==> src/icu_pkg.sv <==
// constants, register map and field positions for the interrupt control unit
// Contract
// every flag is set by its event regardless of any enable
// global enable at control bit 7 allows unmasked interrupts, blocks all when clear
// global enable plus any flag with its enable set takes the interrupt after the latency
// every reset clears the global enable
// return from handler leaves the routine and sets global enable again
// taking an interrupt clears global enable, pushes return address, vectors to 0004h
// software clears serviced flags before re-enabling, else it re-enters immediately
// pin and port-change latency is three or four instruction cycles by phase
// peripheral flags and enables in own registers, gated by the group enable
// pin edge: rising when edge select set, falling when clear; sets flag bit 1
// clearing the pin enable blocks its interrupt, flag still sets on edges
// pin interrupt wakes from sleep if enabled; global enable decides vectoring
// after wake the core continues at PC+1, or vectors to 0004h if enabled
// timer overflow FFh to 00h sets flag bit 2, gated by enable bit 5
// any change on port-B pins 7..4 sets flag bit 0, gated by its enable
// a wake leaves the waking flag set, other bits unchanged
// up to eight sources, each with its own flag bit
// pin and port inputs are synchronised before detection
// port change compares inputs to value latched at last port read
// peripheral flags and enables clear on reset, hold across wake
package icu_pkg;
  localparam int          CLK_HZ          = 25_000_000;
  localparam logic [3:0]  ADR_CONTROL     = 4'h0;
  localparam logic [3:0]  ADR_PERIPH_FLAG = 4'h4;
  localparam logic [3:0]  ADR_PERIPH_EN   = 4'h8;
  localparam logic [3:0]  ADR_OPTION      = 4'hC;
  localparam int          B_GIE           = 7;
  localparam int          B_PERIPHERAL_GROUP_ENABLE          = 6;
  localparam int          B_TMR_EN        = 5;
  localparam int          B_PIN_EN        = 4;
  localparam int          B_PORT_EN       = 3;
  localparam int          B_TMR_FLAG      = 2;
  localparam int          B_PIN_FLAG      = 1;
  localparam int          B_PORT_FLAG     = 0;
  localparam int          B_EDGE_SEL      = 6;
  localparam logic [7:0]  CONTROL_RST     = 8'h00;
  localparam logic [7:0]  PERIPH_RST      = 8'h00;
  localparam logic [7:0]  OPTION_RST      = 8'hFF;
  localparam logic [12:0] VECTOR_ADDR     = 13'h0004;
  localparam logic [7:0]  TIMER_MAX       = 8'hFF;
  localparam logic [1:0]  QPHASE_LAST     = 2'h3;
  localparam int          LAT_MIN_CYC     = 3;
  localparam int          LAT_MAX_CYC     = 4;
  typedef enum logic [1:0] {ST_RUN, ST_SLEEP, ST_WAIT, ST_VECTOR} icu_state_t;
endpackage : icu_pkg

==> src/interrupt_control_unit.sv <==
// interrupt control unit: flags, enables, vectoring, sleep wake, wishbone registers
`timescale 1ns/1ps
module interrupt_control_unit
  import icu_pkg::*;
#(
  parameter int NPERIPH = 6
) (
  input  wire logic               CLK,
  input  wire logic               ARST_N,
  input  wire logic               WB_CYC_I,
  input  wire logic               WB_STB_I,
  input  wire logic               WB_WE_I,
  input  wire logic [3:0]         WB_ADR_I,
  input  wire logic [31:0]        WB_DAT_I,
  input  wire logic [3:0]         WB_SEL_I,
  output logic      [31:0]        WB_DAT_O,
  output logic                    WB_ACK_O,
  input  wire logic               EXTERNAL_EVENT_PIN,
  input  wire logic [3:0]         PORT_B_PINS,
  input  wire logic               PORT_B_READ,
  input  wire logic [7:0]         EIGHT_BIT_TIMER,
  input  wire logic [NPERIPH-1:0] PERIPH_REQ,
  input  wire logic               SLEEP_EXEC,
  input  wire logic               RETURN_FROM_HANDLER,
  input  wire logic [12:0]        CORE_PC,
  output logic                    IRQ_TAKE,
  output logic                    STACK_PUSH,
  output logic      [12:0]        STACK_DATA,
  output logic                    PC_LOAD,
  output logic      [12:0]        PC_LOAD_VALUE,
  output logic                    CORE_WAKE,
  output logic                    CORE_SLEEPING
);
  logic               gie_r;
  logic               group_en_r;
  logic               tmr_en_r;
  logic               pin_en_r;
  logic               port_en_r;
  logic               tmr_flag_r;
  logic               pin_flag_r;
  logic               port_flag_r;
  logic [7:0]         control_byte;
  logic [7:0]         ctrl_wdata;
  logic [7:0]         pflag_wdata;
  logic [7:0]         pen_wdata;
  logic [7:0]         option_wdata;
  logic [NPERIPH-1:0] pflag_r;
  logic [NPERIPH-1:0] pen_r;
  logic [7:0]         option_r;
  logic [4:0]         sync_q;
  logic               pin_prev_r;
  logic [3:0]         port_latch_r;
  logic [7:0]         timer_prev_r;
  logic [1:0]         qphase_r;
  logic [1:0]         lat_cnt_r;
  icu_state_t         state_r;
  logic               ack_r;
  logic [31:0]        dat_r;

  logic wb_req;
  logic wb_wr;
  logic pin_edge;
  logic port_change;
  logic timer_ovf;
  logic pending;
  logic take_now;
  logic wake_ev;
  logic wr_control;
  logic wr_pflag;
  logic wr_pen;
  logic wr_option;
  logic vec_cycle;

  function automatic logic [7:0] merge_byte(input logic [7:0] old, input logic [31:0] d,
                                            input logic [3:0] sel);
    merge_byte = sel[0] ? d[7:0] : old;
  endfunction : merge_byte

  // every register write strobe shares this decode
  function automatic logic wr_hit(input logic wr, input logic [3:0] adr,
                                  input logic [3:0] target);
    wr_hit = wr && (adr == target);
  endfunction : wr_hit

  function automatic logic [7:0] widen(input logic [NPERIPH-1:0] v);
    widen = {{(8-NPERIPH){1'b0}}, v};
  endfunction : widen

  // pins pass through two flops before detection
  sync2 #(.W(5)) u_sync (
    .clk    (CLK),
    .arst_n (ARST_N),
    .d      ({PORT_B_PINS, EXTERNAL_EVENT_PIN}),
    .q      (sync_q)
  );

  assign wb_req = WB_CYC_I && WB_STB_I && !ack_r;
  assign wb_wr  = wb_req && WB_WE_I;

  assign wr_control   = wr_hit(wb_wr, WB_ADR_I, ADR_CONTROL);
  assign wr_pflag     = wr_hit(wb_wr, WB_ADR_I, ADR_PERIPH_FLAG);
  assign wr_pen       = wr_hit(wb_wr, WB_ADR_I, ADR_PERIPH_EN);
  assign wr_option    = wr_hit(wb_wr, WB_ADR_I, ADR_OPTION);
  // byte lane merges; a write with lane 0 off leaves the register as it is
  assign ctrl_wdata   = merge_byte(control_byte, WB_DAT_I, WB_SEL_I);
  assign pflag_wdata  = merge_byte(widen(pflag_r), WB_DAT_I, WB_SEL_I);
  assign pen_wdata    = merge_byte(widen(pen_r), WB_DAT_I, WB_SEL_I);
  assign option_wdata = merge_byte(option_r, WB_DAT_I, WB_SEL_I);
  assign vec_cycle    = state_r == ST_VECTOR;

  // edge select picks rising or falling edge
  assign pin_edge    = option_r[B_EDGE_SEL] ? (sync_q[0] && !pin_prev_r)
                                            : (!sync_q[0] && pin_prev_r);
  assign port_change = sync_q[4:1] != port_latch_r;
  assign timer_ovf   = (timer_prev_r == TIMER_MAX) && (EIGHT_BIT_TIMER == 8'h00);

  // each source gated by its own enable; peripherals by the group enable too
  assign pending = (pin_flag_r  && pin_en_r)
                || (tmr_flag_r  && tmr_en_r)
                || (port_flag_r && port_en_r)
                || (group_en_r && |(pflag_r & pen_r));
  // wake ignores the global enable
  assign wake_ev  = pending;
  assign take_now = gie_r && pending;

  always_ff @(posedge CLK or negedge ARST_N) begin
    if (!ARST_N) begin
      pin_prev_r   <= 1'b0;
      timer_prev_r <= 8'h00;
    end else begin
      pin_prev_r   <= sync_q[0];
      timer_prev_r <= EIGHT_BIT_TIMER;
    end
  end

  // port value latched on each core read of port B
  always_ff @(posedge CLK or negedge ARST_N) begin
    if (!ARST_N) begin
      port_latch_r <= 4'h0;
    end else if (PORT_B_READ) begin
      port_latch_r <= sync_q[4:1];
    end
  end

  // instruction cycle phase, four clocks per instruction cycle
  always_ff @(posedge CLK or negedge ARST_N) begin
    if (!ARST_N) begin
      qphase_r <= 2'h0;
    end else begin
      qphase_r <= qphase_r + 2'h1;
    end
  end

  // global enable: entry clear beats a return or a write in the same cycle
  always_ff @(posedge CLK or negedge ARST_N) begin
    if (!ARST_N) begin
      gie_r <= CONTROL_RST[B_GIE];
    end else if (vec_cycle) begin
      gie_r <= 1'b0;
    end else if (RETURN_FROM_HANDLER) begin
      gie_r <= 1'b1;
    end else if (wr_control) begin
      gie_r <= ctrl_wdata[B_GIE];
    end
  end

  // software-owned enable bits of the control byte
  always_ff @(posedge CLK or negedge ARST_N) begin
    if (!ARST_N) begin
      group_en_r <= CONTROL_RST[B_PERIPHERAL_GROUP_ENABLE];
      tmr_en_r   <= CONTROL_RST[B_TMR_EN];
      pin_en_r   <= CONTROL_RST[B_PIN_EN];
      port_en_r  <= CONTROL_RST[B_PORT_EN];
    end else if (wr_control) begin
      group_en_r <= ctrl_wdata[B_PERIPHERAL_GROUP_ENABLE];
      tmr_en_r   <= ctrl_wdata[B_TMR_EN];
      pin_en_r   <= ctrl_wdata[B_PIN_EN];
      port_en_r  <= ctrl_wdata[B_PORT_EN];
    end
  end

  // hardware set beats a software clear, so no event is lost
  always_ff @(posedge CLK or negedge ARST_N) begin
    if (!ARST_N) begin
      pin_flag_r <= CONTROL_RST[B_PIN_FLAG];
    end else if (pin_edge) begin
      pin_flag_r <= 1'b1;
    end else if (wr_control) begin
      pin_flag_r <= ctrl_wdata[B_PIN_FLAG];
    end
  end

  always_ff @(posedge CLK or negedge ARST_N) begin
    if (!ARST_N) begin
      tmr_flag_r <= CONTROL_RST[B_TMR_FLAG];
    end else if (timer_ovf) begin
      tmr_flag_r <= 1'b1;
    end else if (wr_control) begin
      tmr_flag_r <= ctrl_wdata[B_TMR_FLAG];
    end
  end

  always_ff @(posedge CLK or negedge ARST_N) begin
    if (!ARST_N) begin
      port_flag_r <= CONTROL_RST[B_PORT_FLAG];
    end else if (port_change) begin
      port_flag_r <= 1'b1;
    end else if (wr_control) begin
      port_flag_r <= ctrl_wdata[B_PORT_FLAG];
    end
  end

  // control byte rebuilt from its owners for reads and byte merges
  always_comb begin
    control_byte              = '0;
    control_byte[B_GIE]       = gie_r;
    control_byte[B_PERIPHERAL_GROUP_ENABLE]      = group_en_r;
    control_byte[B_TMR_EN]    = tmr_en_r;
    control_byte[B_PIN_EN]    = pin_en_r;
    control_byte[B_PORT_EN]   = port_en_r;
    control_byte[B_TMR_FLAG]  = tmr_flag_r;
    control_byte[B_PIN_FLAG]  = pin_flag_r;
    control_byte[B_PORT_FLAG] = port_flag_r;
  end

  // peripheral flags set by requests regardless of enables
  always_ff @(posedge CLK or negedge ARST_N) begin
    if (!ARST_N) begin
      pflag_r <= PERIPH_RST[NPERIPH-1:0];
    end else if (wr_pflag) begin
      pflag_r <= pflag_wdata[NPERIPH-1:0] | PERIPH_REQ;
    end else begin
      pflag_r <= pflag_r | PERIPH_REQ;
    end
  end

  // peripheral enables are software owned
  always_ff @(posedge CLK or negedge ARST_N) begin
    if (!ARST_N) begin
      pen_r <= PERIPH_RST[NPERIPH-1:0];
    end else if (wr_pen) begin
      pen_r <= pen_wdata[NPERIPH-1:0];
    end
  end

  // option byte holds the pin edge select
  always_ff @(posedge CLK or negedge ARST_N) begin
    if (!ARST_N) begin
      option_r <= OPTION_RST;
    end else if (wr_option) begin
      option_r <= option_wdata;
    end
  end

  // sequencer: run, sleep, latency wait, vector
  always_ff @(posedge CLK or negedge ARST_N) begin
    if (!ARST_N) begin
      state_r   <= ST_RUN;
      lat_cnt_r <= 2'h0;
    end else begin
      case (state_r)
        ST_RUN: begin
          if (take_now) begin
            // three cycles if the event lands at phase end, else four
            lat_cnt_r <= (qphase_r == QPHASE_LAST) ? 2'(LAT_MIN_CYC - 1)
                                                   : 2'(LAT_MAX_CYC - 1);
            state_r   <= ST_WAIT;
          end else if (SLEEP_EXEC) begin
            state_r <= ST_SLEEP;
          end
        end
        ST_SLEEP: begin
          if (wake_ev) begin
            // with global enable clear the core just resumes at PC+1
            state_r   <= gie_r ? ST_WAIT : ST_RUN;
            lat_cnt_r <= 2'(LAT_MAX_CYC - 1);
          end
        end
        ST_WAIT: begin
          // latency counted in instruction cycles, not instruction length
          if (qphase_r == QPHASE_LAST) begin
            if (lat_cnt_r == 2'h0) begin
              state_r <= ST_VECTOR;
            end else begin
              lat_cnt_r <= lat_cnt_r - 2'h1;
            end
          end
        end
        ST_VECTOR: begin
          state_r <= ST_RUN;
        end
        default: begin
          state_r <= ST_RUN;
        end
      endcase
    end
  end

  // vectoring outputs registered from the sequencer
  always_ff @(posedge CLK or negedge ARST_N) begin
    if (!ARST_N) begin
      IRQ_TAKE      <= 1'b0;
      STACK_PUSH    <= 1'b0;
      STACK_DATA    <= 13'h0000;
      PC_LOAD       <= 1'b0;
      PC_LOAD_VALUE <= 13'h0000;
      CORE_WAKE     <= 1'b0;
    end else begin
      IRQ_TAKE   <= state_r == ST_VECTOR;
      STACK_PUSH <= state_r == ST_VECTOR;
      PC_LOAD    <= state_r == ST_VECTOR;
      CORE_WAKE  <= (state_r == ST_SLEEP) && wake_ev;
      if (state_r == ST_VECTOR) begin
        STACK_DATA    <= CORE_PC;
        PC_LOAD_VALUE <= VECTOR_ADDR;
      end
    end
  end

  assign CORE_SLEEPING = state_r == ST_SLEEP;

  // wishbone slave: one wait state, unmapped reads return zero
  always_ff @(posedge CLK or negedge ARST_N) begin
    if (!ARST_N) begin
      ack_r <= 1'b0;
      dat_r <= 32'h0000_0000;
    end else begin
      ack_r <= wb_req;
      if (wb_req && !WB_WE_I) begin
        case (WB_ADR_I)
          ADR_CONTROL:     dat_r <= {24'h000000, control_byte};
          ADR_PERIPH_FLAG: dat_r <= {{(32-NPERIPH){1'b0}}, pflag_r};
          ADR_PERIPH_EN:   dat_r <= {{(32-NPERIPH){1'b0}}, pen_r};
          ADR_OPTION:      dat_r <= {24'h000000, option_r};
          default:         dat_r <= 32'h0000_0000;
        endcase
      end
    end
  end

  assign WB_ACK_O = ack_r;
  assign WB_DAT_O = dat_r;
endmodule : interrupt_control_unit

==> src/sync2.sv <==
// two-flop synchroniser bank for asynchronous pins
`timescale 1ns/1ps
module sync2
  import icu_pkg::*;
#(
  parameter int W = 5
) (
  input  wire logic         clk,
  input  wire logic         arst_n,
  input  wire logic [W-1:0] d,
  output logic      [W-1:0] q
);
  logic [W-1:0] meta_r;

  // first stage read only by the second stage
  always_ff @(posedge clk or negedge arst_n) begin
    if (!arst_n) begin
      meta_r <= '0;
      q      <= '0;
    end else begin
      meta_r <= d;
      q      <= meta_r;
    end
  end
endmodule : sync2

==> config.mk <==
export PLATFORM = sky130hd
export DESIGN_NAME = interrupt_control_unit
export DESIGN_NICKNAME = d
export VERILOG_FILES = /design/src/icu_pkg.sv /design/src/interrupt_control_unit.sv /design/src/sync2.sv
export SDC_FILE = /design/constraint.sdc
export NUM_CORES = 1
export LEC_CHECK = 0
export ABC_AREA = 1
export BUFFER_PORTS_ARGS = -buffer_cell sky130_fd_sc_hd__clkbuf_2
export CAP_MARGIN = 20
export CORE_ASPECT_RATIO = 0.7
export CORE_MARGIN = 2
export CORE_UTILIZATION = 53
export CTS_CLUSTER_DIAMETER = 50
export DETAILED_ROUTE_END_ITERATION = 12
export GPL_TIMING_DRIVEN = 0
export PLACE_DENSITY = 0.84
export SYNTH_ARGS = -nofsm -noshare
export SYNTH_HDL_FRONTEND = slang
export SYNTH_SLANG_ARGS = --single-unit
export TNS_END_PERCENT = 5
==> constraint.sdc <==
create_clock -name CLK -period 2.6 [get_ports CLK]
set_input_delay 0.26 -clock CLK [delete_from_list [all_inputs] [get_ports CLK]]
set_output_delay 0.26 -clock CLK [all_outputs]
set_load 0.005 [all_outputs]
==> results of run 1 <==
## cells in the final DEF, fill, tap and decap left out, drive strengths merged
cell / n
nand2: 158
bufinv: 3
nor3: 2
clkinv: 2
a211oi: 1
dfstp: 8
nor4: 3
o21ai: 24
inv: 27
clkinvlp: 2
nand4: 10
mux2: 4
xnor2: 4
nor2: 11
a21oi: 12
clkbuf: 93
ha: 6
or2: 2
a22oi: 1
o211ai: 2
conb: 36
a21boi: 1
buf: 43
nand3: 10
dfrtp: 74
dlygate4sd3: 6
## cells by family after synthesis
group                      share of synthesized area [%]
xor gates and xnor gates                          0.9335
and+or+nand+nor                                    22.74
AOI/OAI and AO/OA                                  6.469
adders and majority gates                          2.001
buffers and inverters                              11.60
muxes                                              1.200
DFF                                                54.95
other                                            0.09994
## worst max-delay path: stages, from the launching register on
cell      delay (ns)
dfrtp_1         0.41
ha_1            0.19
clkbuf_1        0.31
clkbuf_1        0.42
nand2_1         0.11
nand2_1         0.10
## flip-flops by register name, summed over array words and instances, names as in the netlist, 2 cells and up
signal         cells
pflag_r            6
state_r            2
WB_DAT_O           8
qphase_r           2
u_sync.meta_r      5
option_r           8
lat_cnt_r          2
pen_r              6
port_latch_r       4
u_sync.q           5
timer_prev_r       8
STACK_DATA        13
## power breakdown
group	total [mW]	internal, mW	leakage (nW)	switching (mW)
clock	1.09	0.641	0.113	0.451
sequential	1.61	1.49	0.973	0.127
combinational	0.944	0.405	1.42	0.539
## worst paths after layout
check                           slack, ns              end
worst min register to register       0.35      u_sync.q[0]
worst max-delay path                 0.99   STACK_DATA[12]
worst max register to register       0.99   STACK_DATA[12]
worst min-delay path                 0.03  timer_prev_r[7]
min in group asynchronous            0.36      WB_DAT_O[2]
max in group asynchronous            1.60      option_r[6]
## per-layer routing
metal | wire length [um] | up-vias | share of wire [%] | global-route usage, %
met1 | 3347 | 1379 | 44 | 27.38
met3 | 614 | 9 | 8.0 | 6.486
met4 | 80 | 0 | 1.0 | 5.037
met2 | 3590 | 110 | 47 | 34.20
met5 | 0 | - | 0 | 0
li1 | - | 1490 | - | -
## layout make-up
class                           instances  share of cell area (%)
Inverter                               28                   2.247
Timing Repair Buffer                   87                   10.36
Buffer                                 45                   6.952
Multi-Input combinational cell        287                   29.29
Clock inverter                          6                   2.405
Sequential cell                        82                   43.56
Tap cell                               94                   2.485
Clock buffer                           10                   2.696
## repair_timing
item,CTS,global route
hold buffers,1,5
setup buffers,0,0
hold endpoints to repair,15,5
==> summary.txt, run 1 <==
Outcome
  • Status: finished, final reports clean

Detailed routing
  • Vias: 2988
  • Final WL: 7632 um
  • Drc violations: 0
  • DRT Pass-1 Iters: 4
  • Final antenna-violating net count: 0
  • Number of vias per cell: 4.676
  • DR iter-0 viols: 127
  • DR WL/cell: 11.94 um

Floorplanning
  • Die area: 7780 um^2
  • Rows: 25
  • Starting Density: 55.28%
  • Die Wd: 104.6 um
  • Die Span Y: 74.40 um
  • Core box area: 6788 um^2
  • IO Pins: 144

Clocking
  • Total CTS buffers: 9
  • Post_cts resized: 0
  • TritonCTS clock tree: yes
  • Clk slew on worst S/H paths: 0.08 ns
  • Worst skew pair latency: 0.35 ns
  • Sink Count: 82
  • H-tree levels: 3
  • Clock Tree Root: clkbuf_8
  • CTS max path bufs: 2

STA
  • Highest clock rate: 0.6200 GHz
  • RSZ-0062 raised after global routing: false
  • Skew final: 0.01036 ns
  • Final worst setup slack: 0.9871 ns
  • Total negative setup slack: 0 ns
  • WHS: 0.02685 ns
  • Fin crit period: 1.613 ns
  • Final hold violation count: 0
  • Crit share post-route: 62.03%
  • Max-slew violation count: 0
  • # setup viols final: 0

Synth
  • Synth Instances: 407
  • Number of synthesized flops with an enable pin: 0
  • Seq/Total Area, Yosys: 54.95%
  • Post-synth top area cell: dfrtp_1
  • Top-area cell type share of the netlist area: 49.35%
  • Most used DFF post-synth: dfrtp_1
  • Top post-synthesis cells by area: dfrtp_1, nand2_1, buf_4, dfstp_2, inv_1
  • FFs w/ async S/R, synth: 100.0%
  • Post-Syn Area: 3752 um^2
  • Yosys warnings: 0
  • Synthesized area per cell: 9.220 um^2
  • Most common cell in the netlist: nand2_1
  • Library cells used by synthesis: 35
  • Most instantiated cells after synthesis: nand2_1, dfrtp_1, buf_4
  • Yosys reg bits: 82

GRT
  • Antenna violations before repair: 0
  • Total GRT Usage: 20.68%
  • First-pass GRT wire length: 12650 um
  • Vias in the first global route: 2809
  • Gr ovfl total: 0
  • Largest net degree at the start of global routing: 66

Critical path
  • Reg-to-reg startpoint: state_r[1]
  • FF-to-FF path depth: 5
  • Critical path class: reg2reg
  • Worst Path Arrival: 1.89 ns
  • Worst path required time: 2.88 ns
  • Worst Path Max Fanout: 10
  • Critical path endpoint category: flip-flop
  • CP startpoint: state_r[1]
  • Worst setup SP type: flip-flop

Pwr
  • Final Power: 3.648 mW
  • Leak: 2.511 nW
  • Pwr dens: 770.7 nW/um^2
  • Max IR drop VDD: 0.0005335 V

Place
  • Post-DP HPWL: 5814 um
  • I/O Buffers: 80
  • RD Place Congestion: 0.8692
  • Placed instance count: 617
  • Post-placement cell area: 4432 um^2
  • Place WS: 0.9671 ns

Final layout
  • Layout cells sized above 1: 31.01%
  • Final nets: 626
  • Antenna diodes: 0
  • Final core utilization: 69.73%
  • P&R area growth vs syn: 26.14%
  • Final instance area: 4733 um^2
  • Fillers: 559
  • Sequential cell area: 2062 um^2
  • Area of the multi-input gates: 1386 um^2
  • Finished Layout Cells: 639

Worst hold path
  • Class of the worst hold path: in2reg
  • HP Start: EIGHT_BIT_TIMER[7]
  • Min-Delay Path Depth: 1

Job
  • Max-Cap Viols: 0
Note: power is estimated with default switching activity, not from simulation.
==> inputs of run 2 (changes only) <==
--- a/config.mk
+++ b/config.mk
@@ -5,16 +5,16 @@
 export SDC_FILE = /design/constraint.sdc
 export NUM_CORES = 1
 export LEC_CHECK = 0
-export ABC_AREA = 1
+export ABC_AREA = 0
 export BUFFER_PORTS_ARGS = -buffer_cell sky130_fd_sc_hd__clkbuf_2
 export CAP_MARGIN = 20
 export CORE_ASPECT_RATIO = 0.7
 export CORE_MARGIN = 2
-export CORE_UTILIZATION = 53
+export CORE_UTILIZATION = 49
 export CTS_CLUSTER_DIAMETER = 50
 export DETAILED_ROUTE_END_ITERATION = 12
 export GPL_TIMING_DRIVEN = 0
-export PLACE_DENSITY = 0.84
+export PLACE_DENSITY = 0.78
 export SYNTH_ARGS = -nofsm -noshare
 export SYNTH_HDL_FRONTEND = slang
 export SYNTH_SLANG_ARGS = --single-unit
==> constraint.sdc (replaced) <==
create_clock -name CLK -period 1.55 [get_ports CLK]
set_input_delay 0.155 -clock CLK [delete_from_list [all_inputs] [get_ports CLK]]
set_output_delay 0.155 -clock CLK [all_outputs]
set_load 0.005 [all_outputs]
==> run 2 against run 1 <==
  * The flow now finishes with violations (negative setup slack)
  * Clock power rose by 34%
  * Sequential share of layout area decreased by 1.2 points
  * Hold slack improved by 0.0044 ns
  * Synthesized cell count down 27%
  * Sequential power up 67%
  * Highest routed layer unchanged
==> summary.txt, run 2 <==
Outcome
  • Status: finished with violations
  • Failing checks: negative setup slack

STA
  • Skew final: 0.007160 ns (-0.003198 ns)
  • # setup viols final: 10 (+10)
  • Final worst setup slack: -0.02447 ns (-1.012 ns)
  • Final hold violation count: 0 (unchanged)
  • Highest clock rate: 0.6351 GHz (+2.4%)
  • Crit share post-route: 101.6% (+40 points)
  • RSZ-0062 raised after global routing: true
  • Fin crit period: 1.574 ns (-0.03840 ns)
  • Total negative setup slack: -0.1511 ns (-0.1511 ns)
  • Max-slew violation count: 0 (unchanged)

Synth
  • FFs w/ async S/R, synth: 100.0% (unchanged)
  • Most used DFF post-synth: dfrtp_1
  • Synthesized area per cell: 12.31 um^2 (+34%)
  • Most instantiated cells after synthesis: dfrtp_1, buf_4, nand2_1
  • Library cells used by synthesis: 45 (+29%)
  • Top post-synthesis cells by area: dfrtp_1, buf_4, mux2_2, dfstp_2, mux4_2
  • Post-synth top area cell: dfrtp_1
  • Yosys reg bits: 82 (unchanged)
  • Post-Syn Area: 3656 um^2 (-2.6%)
  • Number of synthesized flops with an enable pin: 0 (unchanged)
  • Top-area cell type share of the netlist area: 50.65% (+1.3 points)
  • Most common cell in the netlist: dfrtp_1
  • Yosys warnings: 0 (unchanged)
  • Seq/Total Area, Yosys: 56.40% (+1.4 points)
  • Synth Instances: 297 (-27%)

Critical path
  • Critical path class: reg2reg
  • Highest cell delay on the worst timing path: 0.38 ns (-0.04 ns)
  • Worst Path Max Fanout: 5 (-5)
  • Most frequent cell on the critical path: nand3b_4
  • Critical path endpoint category: flip-flop
  • Worst setup SP type: flip-flop
  • Crit path max-delay cell type: dfrtp_1
  • Worst Path Arrival: 1.82 ns (-0.07 ns)
  • CP Cell Sequence: nand3b_4 -> nor4_4 -> buf_4 -> nand3b_4 -> buf_6 -> a211o_1
  • Worst path required time: 1.79 ns (-1.09 ns)

Final layout
  • Max reg flops: 13 (unchanged)
  • Area of the multi-input gates: 1406 um^2 (+1.4%)
  • Sequential cell area: 2062 um^2 (unchanged)
  • Layout cells sized above 1: 44.15% (+13 points)
  • Antenna diodes: 0 (unchanged)
  • Most common cell after layout, fill and taps aside: clkbuf_2
  • Biggest register: STACK_DATA
  • P&R area growth vs syn: 33.16%
  • Final instance area: 4868 um^2 (+2.9%)
  • Most frequent cells in the layout: clkbuf_2, dfrtp_1, buf_4
  • Final nets: 534 (-15%)
  • Fillers: 559 (unchanged)

Pwr
  • Sw Ratio: 29.57% (-1.0 points)
  • Max IR drop VDD: 0.0007976 V (+50%)
  • Leak: 2.435 nW (-3.0%)
  • Combinational share of power: 27.3% (+1.4 points)
  • Final Power: 5.704 mW (+56%)
  • Clk pwr share: 25.5% (-4.5 points)
  • Internal: 4.017 mW (+59%)
  • Part of the power in registers: 47.1% (+2.9 points)
  • NetSw: 1.686 mW (+51%)
  • Pwr dens: 1172 nW/um^2 (+52%)

GRT
  • Antenna violations before repair: 0 (unchanged)
  • Largest net degree at the start of global routing: 58 (-12%)
  • Vias in the first global route: 2513 (-11%)
  • First-pass GRT wire length: 11940 um (-5.6%)
  • Gr ovfl total: 0 (unchanged)
  • Total GRT Usage: 18.89% (-1.8 points)

Detailed routing
  • Final antenna-violating net count: 0 (unchanged)
  • DRT Pass-1 Iters: 4 (unchanged)
  • Drc violations: 0 (unchanged)
  • Number of vias per cell: 4.650 (-0.56%)
  • DR WL/cell: 13.41 um (+12%)
  • DR iter-0 viols: 88 (-31%)
  • Final WL: 7391 um (-3.2%)
  • Vias: 2562 (-14%)

Clocking
  • Worst skew pair latency: 0.35 ns (about the same)
  • Total CTS buffers: 9 (unchanged)
  • Sink Count: 82 (unchanged)
  • Clock Tree Root: clkbuf_8
  • Clk slew on worst S/H paths: 0.08 ns (about the same)
  • CTS max path bufs: 2 (unchanged)
  • H-tree levels: 3 (unchanged)
  • TritonCTS clock tree: yes

Floorplanning
  • Die Span Y: 76.27 um (+2.5%)
  • Die Wd: 107.2 um (+2.6%)
  • Starting Density: 50.40% (-4.9 points)
  • Core box area: 7254 um^2 (+6.9%)
  • Rows: 26 (+4.0%)
  • Die area: 8179 um^2 (+5.1%)
  • IO Pins: 144 (unchanged)

Place
  • Post-DP HPWL: 5241 um (-9.9%)
  • RD Place Congestion: 0.8597 (-1.1%)
  • Place WS: -0.2092 ns (-1.176 ns)
  • I/O Buffers: 78 (-2.5%)
  • Post-placement cell area: 4330 um^2 (-2.3%)

Worst hold path
  • Class of the worst hold path: in2reg

Job
  • Max-Cap Viols: 0 (unchanged)
[run 2: cell types whose count changed after synthesis, sizes merged, moves of 4 or more]
| cell | delta |
|---|---|
| a21oi | -6 |
| inv | -10 |
| a22o | +6 |
| buf | +4 |
| mux2 | +17 |
| mux4 | +6 |
| nand4 | -8 |
| nand2 | -131 |
| a211o | +6 |
| xnor2 | -4 |
| a22oi | +4 |
| xor2 | +4 |
| nand3 | -9 |
| o21ai | -6 |
[run 2: final timing paths]
path / start / to / slack [ns] / depth (start not counted)
setup / recovery: WB_ACK_O / pflag_r[2] / -0.02 / 6
hold / removal: CORE_PC[3] / STACK_DATA[3] / 0.03 / 2
setup reg to reg: WB_ACK_O / pflag_r[2] / -0.02 / 6
hold reg to reg: u_sync.meta_r[0] / u_sync.q[0] / 0.35 / 0
max in group asynchronous: ARST_N / option_r[2] / 0.63 / 3
min in group asynchronous: ARST_N / u_sync.meta_r[3] / 0.28 / 2
[run 2: repair_timing]
item / in CTS / in global routing
endpoints found under the setup margin: 40 / 31
setup buffers: 1 / 4
hold buffers: 21 / 0
pin swaps: 3 / 15
hold endpoints to repair: 45 / 0
gates resized for setup: 6 / 32
cloned: 0 / 1
[run 2: kinds of logic (layout without fill, tap and decap cells)]
logic type                 count (synthesis)  in the layout  share of synthesized area (%)
DFF                                       82             82                          56.40
buffers and inverters                     63            184                          10.81
and+or+nand+nor                           58             58                          8.419
AOI/OAI and AO/OA                         53             53                          10.16
muxes                                     30             30                          11.09
adders and majority gates                  6              6                          2.053
xor gates and xnor gates                   4              4                         0.9581
other                                      1             36                         0.1026
[run 2: stage by stage]
step | util [%] | hold WS, ns | std cells
final | 67.11 | 0.03121 | 551
after global routing | 67.11 | 0.01387 | 551
after CTS | 65.42 | 0.01710 | 546
after detailed placement | 59.69 | 0.1245 | 509
after global placement | 59.28 | 0.2626 | 508
after floorplan | - | -0.1406 | 332
[run 2: final cells by class]
| type | instances | share of cell area, % |
|---|---|---|
| Clock inverter | 4 | 0.6682 |
| Sequential cell | 82 | 42.35 |
| Tap cell | 98 | 2.519 |
| Buffer | 46 | 7.196 |
| Inverter | 16 | 1.234 |
| Multi-Input combinational cell | 187 | 28.89 |
| Timing Repair Buffer | 106 | 13.96 |
| Clock buffer | 12 | 3.187 |
[run 2: metal layers]
layer / up-vias / wire [um] / GRT usage, %
met5: - / 0 / 0
met4: 0 / 51 / 5.455
met3: 6 / 572 / 6.416
met2: 96 / 3366 / 28.48
met1: 1206 / 3401 / 26.14
li1: 1254 / - / -
[run 2: critical path: cells and delay by family (launching register included)]
kind	cells	cell delay, ns
DFF	1	0.38
and+or+nand+nor	3	0.48
buffers and inverters	2	0.35
AOI/OAI and AO/OA	1	0.25
[run 2: power groups by stage]
stage	combinational (mW)	clock, mW	sequential [mW]
after CTS	1.45	1.48	2.69
after floorplan	0.881	0	2.70
after global placement	1.34	0	2.71
final	1.56	1.46	2.69
after detailed placement	1.40	0	2.72
after global routing	1.73	1.61	2.73
